===== src/rbpr_pkg.sv =====
/*
 Shared constants for the RAM bank power and retention register block.
 Assumes a 32-bit AXI4-Lite register bus with word-aligned accesses.
*/
package rbpr_pkg;
    // ----------------------------------------
    // Geometry
    // ----------------------------------------
    localparam int RBPR_SECTIONS = 16;
    localparam int RBPR_ADDR_W = 12;
    localparam int RBPR_DATA_W = 32;
    // ----------------------------------------
    // Register offsets
    // ----------------------------------------
    localparam logic [11:0] RBPR_OFF_CONTROL = 12'h950;
    localparam logic [11:0] RBPR_OFF_SET = 12'h954;
    localparam logic [11:0] RBPR_OFF_CLEAR = 12'h958;
    // ----------------------------------------
    // Fields and reset values
    // ----------------------------------------
    localparam int RBPR_POWER_LSB = 0;
    localparam int RBPR_KEEP_LSB = 16;
    localparam logic [31:0] RBPR_CONTROL_RESET = 32'h0000ffff;
    localparam logic [31:0] RBPR_SET_MASK = 32'h0000ffff;
    // ----------------------------------------
    // AXI responses
    // ----------------------------------------
    localparam logic [1:0] RBPR_RESP_OKAY = 2'h0;
    localparam logic [1:0] RBPR_RESP_SLVERR = 2'h2;
endpackage


===== src/rbpr_top.sv =====
/*
 RAM bank power and retention control registers with AXI4-Lite access.
 Assumes one clock aclk at 100 MHz and a synchronous active-low reset;
 system_off comes from the power manager, synchronous to aclk.
*/
`timescale 1ns/1ps

// Operation
// - Bits 0 to 15 of the control register are the section power bits, 1 on and 0 off.
// - Bits 16 to 31 of the control register are the section retention bits, 1 keeps contents when off.
// - A powered section always keeps its contents whatever its retention bit.
// - An unpowered section keeps its contents only when its retention bit is set.
// - In system off every section is switched off regardless of its power bit.
// - Writing 1 in bits 0 to 15 of the set register at 0x954 turns on that section's power bit.
// - The control register sits at 0x950 and is readable and writable.
// - Writing 1 to a bit of the clear register at 0x958 clears that control bit.
module rbpr_top
    import rbpr_pkg::*;
#(
    parameter int SECTIONS = RBPR_SECTIONS
) (
    // Clock and reset
    input wire logic aclk,
    input wire logic aresetn,
    // AXI4-Lite write
    input wire logic [RBPR_ADDR_W-1:0] s_axi_awaddr,
    input wire logic s_axi_awvalid,
    output logic s_axi_awready,
    input wire logic [31:0] s_axi_wdata,
    input wire logic [3:0] s_axi_wstrb,
    input wire logic s_axi_wvalid,
    output logic s_axi_wready,
    output logic [1:0] s_axi_bresp,
    output logic s_axi_bvalid,
    input wire logic s_axi_bready,
    // AXI4-Lite read
    input wire logic [RBPR_ADDR_W-1:0] s_axi_araddr,
    input wire logic s_axi_arvalid,
    output logic s_axi_arready,
    output logic [31:0] s_axi_rdata,
    output logic [1:0] s_axi_rresp,
    output logic s_axi_rvalid,
    input wire logic s_axi_rready,
    // Power manager
    input wire logic system_off,
    // Section drive
    output logic [SECTIONS-1:0] section_supply_en,
    output logic [SECTIONS-1:0] section_retain
);
    logic wr_en;
    logic [RBPR_ADDR_W-1:0] wr_addr;
    logic [31:0] wr_data;
    logic [3:0] wr_strb;
    logic wr_ok;
    logic [RBPR_ADDR_W-1:0] rd_addr;
    logic [31:0] rd_data;
    logic rd_ok;
    logic [31:0] control;
    logic [31:0] next_control;
    logic [31:0] byte_mask;

    // ----------------------------------------
    // Bus front end
    // ----------------------------------------
    rbpr_axil_slave u_bus (
        .aclk(aclk),
        .aresetn(aresetn),
        .s_axi_awaddr(s_axi_awaddr),
        .s_axi_awvalid(s_axi_awvalid),
        .s_axi_awready(s_axi_awready),
        .s_axi_wdata(s_axi_wdata),
        .s_axi_wstrb(s_axi_wstrb),
        .s_axi_wvalid(s_axi_wvalid),
        .s_axi_wready(s_axi_wready),
        .s_axi_bresp(s_axi_bresp),
        .s_axi_bvalid(s_axi_bvalid),
        .s_axi_bready(s_axi_bready),
        .s_axi_araddr(s_axi_araddr),
        .s_axi_arvalid(s_axi_arvalid),
        .s_axi_arready(s_axi_arready),
        .s_axi_rdata(s_axi_rdata),
        .s_axi_rresp(s_axi_rresp),
        .s_axi_rvalid(s_axi_rvalid),
        .s_axi_rready(s_axi_rready),
        .wr_en(wr_en),
        .wr_addr(wr_addr),
        .wr_data(wr_data),
        .wr_strb(wr_strb),
        .wr_ok(wr_ok),
        .rd_addr(rd_addr),
        .rd_data(rd_data),
        .rd_ok(rd_ok)
    );

    // ----------------------------------------
    // Register file
    // ----------------------------------------
    assign byte_mask = {{8{wr_strb[3]}}, {8{wr_strb[2]}}, {8{wr_strb[1]}}, {8{wr_strb[0]}}};
    assign wr_ok = (wr_addr == RBPR_OFF_CONTROL) || (wr_addr == RBPR_OFF_SET) || (wr_addr == RBPR_OFF_CLEAR);
    // Set and clear are write-only; they read as zero
    assign rd_ok = (rd_addr == RBPR_OFF_CONTROL) || (rd_addr == RBPR_OFF_SET) || (rd_addr == RBPR_OFF_CLEAR);
    assign rd_data = (rd_addr == RBPR_OFF_CONTROL) ? control : 32'h00000000;

    always_comb begin
        next_control = control;
        if (wr_en) begin
            if (wr_addr == RBPR_OFF_CONTROL) begin
                // Power low half, keep-contents high half
                next_control = (control & ~byte_mask) | (wr_data & byte_mask);
            end else if (wr_addr == RBPR_OFF_SET) begin
                // Only ones act, and only on power bits
                next_control = control | (wr_data & byte_mask & RBPR_SET_MASK);
            end else if (wr_addr == RBPR_OFF_CLEAR) begin
                next_control = control & ~(wr_data & byte_mask);
            end
        end
    end

    always_ff @(posedge aclk) begin
        if (!aresetn) begin
            control <= RBPR_CONTROL_RESET;
        end else begin
            control <= next_control;
        end
    end

    // ----------------------------------------
    // Section drive
    // ----------------------------------------
    rbpr_section_ctrl #(
        .SECTIONS(SECTIONS)
    ) u_sec (
        .section_power_on(control[RBPR_POWER_LSB +: SECTIONS]),
        .section_keep_contents(control[RBPR_KEEP_LSB +: SECTIONS]),
        .system_off(system_off),
        .section_supply_en(section_supply_en),
        .section_retain(section_retain)
    );
endmodule


===== src/rbpr_axil_slave.sv =====
/*
 AXI4-Lite slave front end: captures one write and one read at a time and
 hands single-cycle strobes to the register file.
 Assumes the register file answers reads combinationally.
*/
`timescale 1ns/1ps
module rbpr_axil_slave
    import rbpr_pkg::*;
(
    // Clock and reset
    input wire logic aclk,
    input wire logic aresetn,
    // Write address and data
    input wire logic [RBPR_ADDR_W-1:0] s_axi_awaddr,
    input wire logic s_axi_awvalid,
    output logic s_axi_awready,
    input wire logic [31:0] s_axi_wdata,
    input wire logic [3:0] s_axi_wstrb,
    input wire logic s_axi_wvalid,
    output logic s_axi_wready,
    output logic [1:0] s_axi_bresp,
    output logic s_axi_bvalid,
    input wire logic s_axi_bready,
    // Read
    input wire logic [RBPR_ADDR_W-1:0] s_axi_araddr,
    input wire logic s_axi_arvalid,
    output logic s_axi_arready,
    output logic [31:0] s_axi_rdata,
    output logic [1:0] s_axi_rresp,
    output logic s_axi_rvalid,
    input wire logic s_axi_rready,
    // Register file side
    output logic wr_en,
    output logic [RBPR_ADDR_W-1:0] wr_addr,
    output logic [31:0] wr_data,
    output logic [3:0] wr_strb,
    input wire logic wr_ok,
    output logic [RBPR_ADDR_W-1:0] rd_addr,
    input wire logic [31:0] rd_data,
    input wire logic rd_ok
);
    logic aw_held;
    logic w_held;

    // ----------------------------------------
    // Write path
    // ----------------------------------------
    assign s_axi_awready = !aw_held && !s_axi_bvalid;
    assign s_axi_wready = !w_held && !s_axi_bvalid;
    assign wr_en = aw_held && w_held && !s_axi_bvalid;

    always_ff @(posedge aclk) begin
        if (!aresetn) begin
            aw_held <= 1'b0;
            wr_addr <= '0;
        end else if (s_axi_awvalid && s_axi_awready) begin
            aw_held <= 1'b1;
            wr_addr <= s_axi_awaddr;
        end else if (wr_en) begin
            aw_held <= 1'b0;
        end
    end

    always_ff @(posedge aclk) begin
        if (!aresetn) begin
            w_held <= 1'b0;
            wr_data <= '0;
            wr_strb <= '0;
        end else if (s_axi_wvalid && s_axi_wready) begin
            w_held <= 1'b1;
            wr_data <= s_axi_wdata;
            wr_strb <= s_axi_wstrb;
        end else if (wr_en) begin
            w_held <= 1'b0;
        end
    end

    always_ff @(posedge aclk) begin
        if (!aresetn) begin
            s_axi_bvalid <= 1'b0;
            s_axi_bresp <= RBPR_RESP_OKAY;
        end else if (wr_en) begin
            s_axi_bvalid <= 1'b1;
            s_axi_bresp <= wr_ok ? RBPR_RESP_OKAY : RBPR_RESP_SLVERR;
        end else if (s_axi_bready) begin
            s_axi_bvalid <= 1'b0;
        end
    end

    // ----------------------------------------
    // Read path
    // ----------------------------------------
    assign s_axi_arready = !s_axi_rvalid;
    assign rd_addr = s_axi_araddr;

    always_ff @(posedge aclk) begin
        if (!aresetn) begin
            s_axi_rvalid <= 1'b0;
            s_axi_rdata <= '0;
            s_axi_rresp <= RBPR_RESP_OKAY;
        end else if (s_axi_arvalid && s_axi_arready) begin
            s_axi_rvalid <= 1'b1;
            s_axi_rdata <= rd_ok ? rd_data : 32'h00000000;
            s_axi_rresp <= rd_ok ? RBPR_RESP_OKAY : RBPR_RESP_SLVERR;
        end else if (s_axi_rready) begin
            s_axi_rvalid <= 1'b0;
        end
    end
endmodule


===== src/rbpr_section_ctrl.sv =====
/*
 Per-section power gate and retention decision.
 Assumes the control bits come straight from the register file.
*/
`timescale 1ns/1ps
module rbpr_section_ctrl
    import rbpr_pkg::*;
#(
    parameter int SECTIONS = RBPR_SECTIONS
) (
    // Control
    input wire logic [SECTIONS-1:0] section_power_on,
    input wire logic [SECTIONS-1:0] section_keep_contents,
    input wire logic system_off,
    // Section drive
    output logic [SECTIONS-1:0] section_supply_en,
    output logic [SECTIONS-1:0] section_retain
);
    // ----------------------------------------
    // Per-section decision
    // ----------------------------------------
    for (genvar i = 0; i < SECTIONS; i++) begin : g_sec
        // System off overrides every power bit
        assign section_supply_en[i] = section_power_on[i] && !system_off;
        // Powered sections always hold; unpowered ones only with keep set
        assign section_retain[i] = section_supply_en[i] || section_keep_contents[i];
    end
endmodule


===== config.mk =====
export PLATFORM = sky130hd
export DESIGN_NAME = rbpr_top
export DESIGN_NICKNAME = d
export VERILOG_FILES = /design/src/rbpr_pkg.sv /design/src/rbpr_top.sv /design/src/rbpr_axil_slave.sv /design/src/rbpr_section_ctrl.sv
export SDC_FILE = /design/constraint.sdc
export NUM_CORES = 1
export LEC_CHECK = 0
export BUFFER_PORTS_ARGS = -buffer_cell sky130_fd_sc_hd__buf_2
export CAP_MARGIN = 20
export CORE_MARGIN = 2
export CORE_UTILIZATION = 48
export DETAILED_ROUTE_END_ITERATION = 16
export HOLD_SLACK_MARGIN = 0.12
export PLACE_DENSITY = 0.76
export SYNTH_ARGS = -nofsm -noshare
export SYNTH_HDL_FRONTEND = slang
export SYNTH_HIERARCHICAL = 1
export SYNTH_SLANG_ARGS = --single-unit

===== constraint.sdc =====
create_clock -name aclk -period 1.75 [get_ports aclk]
set_input_delay 0.35 -clock aclk [delete_from_list [all_inputs] [get_ports aclk]]
set_output_delay 0.35 -clock aclk [all_outputs]
set_load 0.03 [all_outputs]

==> results.toml <==
[final_layout]
area_delta_synth_final_pct = 26.3
drive_above_1_share = 0.295
fin_cells = 932
final_util = 0.615
stdcell_area_um2 = 6960
diodes = 0
nets = 844

[die]
die_w_um = 111
die_height_um = 111
dieArea_um2 = 12300
num_rows = 39
start_util = 0.487
core_area_um2 = 11300
io_pins = 141

[synth]
async_flop_share = 0
synthCells = 662
synth_top_family_by_area = "simple AND/OR/NAND/NOR gates"
ys_types = 45
synth_area_per_cell_um2 = 8.32
yosysMostFrequentCell = "nand2_1"
synth_area_um2 = 5510
synth_seq_area_share = 0.429
yosys.area_share.simple = 0.337
synth_edf_count = 0
synthMuxAreaShare = 0
synth-xor-area-share = 0
synth_compound_area_frac = 0.153
yosysTopAreaCell = "dfxtp_1"
ys_warn_count = 6
ys.flop_type = "dfxtp_1"
yosys-top-cells-area = "dfxtp_1, nand3_1, nand2_1, a21boi_0, o21ai_0"
synth_top_area_frac = 0.429
synthTopCellsByCount = "nand2_1, dfxtp_1, nand3_1"
ys_ff_latch = 118
synth-adder-area-share = 0

[setup_path]
crit_arrival_ps = 1370
max_stage_delay_ps = 340
critPathMaxFanout = 4
critPathCaptureType = "output pin"
cp.required_ps = 1400
cp_top_family = "simple AND/OR/NAND/NOR gates"
cp_slowest_cell = "dfxtp_2"
crit_buf_inv = 1
startpoint_type = "register"
path_cells = "nor2b_1, or2_2, clkbuf_4"
crit_type = "reg -> out"

[sta]
fmax_ghz = 0.581
clock_skew_ps = 11.2
finalHoldViolCount = 0
setup_ws_ps = 29.6
finalCritPeriodShare = 0.983
fin_setup_tns_ps = 0
whs_ps = 159
fin_crit_ps = 1720
setup_viol = 0
maxSlewViolCount = 0

[placement]
place_inst = 900
gp_congestion = 0.825
pre_cts_ws_ps = -151
hpwl_um = 9840
io_buffers = 138
dpl_cell_area_um2 = 6190

[drt]
dr.pass1.iters = 5
ant_nets = 0
routed_wl_um = 14300
post_drt_wl_per_cell_um = 15.3
drt_iter0_markers = 377
drcViolationCount = 0
via_count = 5099
vias_per_cell = 5.47

[global_routing]
groute.usage.overall = 0.232
antenna_found_initial = 0
grt_max_degree = 131
first_global_vias = 4922
grt_overflow = 0
grt_pass1_wl_um = 23500

[cts]
cts_sinks = 118
cts_tree = "yes"
post_cts_buffers = 0
insertion_delay_ps = 410
root_buffer = "clkbuf_16"
numCtsBuffers = 17
htreeDepth = 4
path_clk_slew_ps = 60
clockBufferDepth = 2

[worst_hold_path]
hold_path_class = "in -> reg"

[job]
cap_violations = 0

[power_and_ir_drop]
irDropWorstVdd_mv = 0.659
leakagePower_nw = 2.90
p_per_area_nw_per_um2 = 1060
power_mw = 7.36

[run_status]
outcome = "completed"
tightest hold or removal path, delay by kind of cell:
family,cells,cell delay (ps)
AO/OA/AOI/OAI,1,60
buffers and inverters,1,70
AND/OR/NAND/NOR,1,50
report_power, final:
group          internal (mW)  leakage (nW)  total [mW]  switching [mW]
sequential              2.78         0.957        2.85          0.0725
clock                   2.60         0.312        3.81            1.22
combinational          0.265          1.63       0.695           0.431
worst paths after layout:
path,endpoint,start,cells past startpoint,slack [ps]
worst max-delay path,section_retain[2],register,3,30
worst min-delay path,u_bus/wr_addr[5]$_SDFFE_PN0P_,s_axi_awaddr[5],3,160
worst max register to register,register,u_bus/wr_addr[5]$_SDFFE_PN0P_,4,50
worst min register to register,u_bus/wr_data[28]$_SDFFE_PN0P_,u_bus/wr_data[28]$_SDFFE_PN0P_,2,450
logic make-up (layout without fill, tap and decap cells):
group | Yosys count | after routing
and+or+nand+nor | 352 | 352
AOI/OAI and AO/OA | 123 | 123
DFF | 118 | 118
buffers and inverters | 68 | 194
other | 1 | 2
cells in the final DEF, fill, tap and decap left out, drive strengths merged, types with 23 or more instances in the layout:
master	Yosys	final
a21boi	34	34
nand2	124	124
dfxtp	118	118
nand3	114	114
buf	43	157
o21ai	48	48
clkbuf	23	23
and2	32	32
nor2b	29	29
per-layer routing:
| layer | vias up | GRT usage | part of all wire | routed length, µm |
|---|---|---|---|---|
| li1 | 2504 | - | - | - |
| met1 | 2403 | 0.294 | 0.44 | 6260 |
| met2 | 177 | 0.382 | 0.48 | 6860 |
| met3 | 15 | 0.0716 | 0.070 | 1010 |
| met4 | 0 | 0.0667 | 0.012 | 167 |
| met5 | - | 0 | 0 | 0 |
timing repair:
| action | in CTS | in global routing |
|---|---|---|
| setup endpoints to repair | 6 | 44 |
| gates cloned | 0 | 0 |
| resized for setup | 13 | 27 |
| hold buffers | 0 | 0 |
| endpoints found under the hold margin | 0 | 0 |
| pin swaps | 0 | 0 |
cell type report:
class	instances	area, µm²
fill	979	4360
multi-input combinational	477	2790
sequential	118	2380
timing repair buffer	160	953
clock buffer	20	457
clock inverter	12	200
tap	143	179
inverter	2	7.51
No activity file was read; power rests on OpenSTA's default activity.
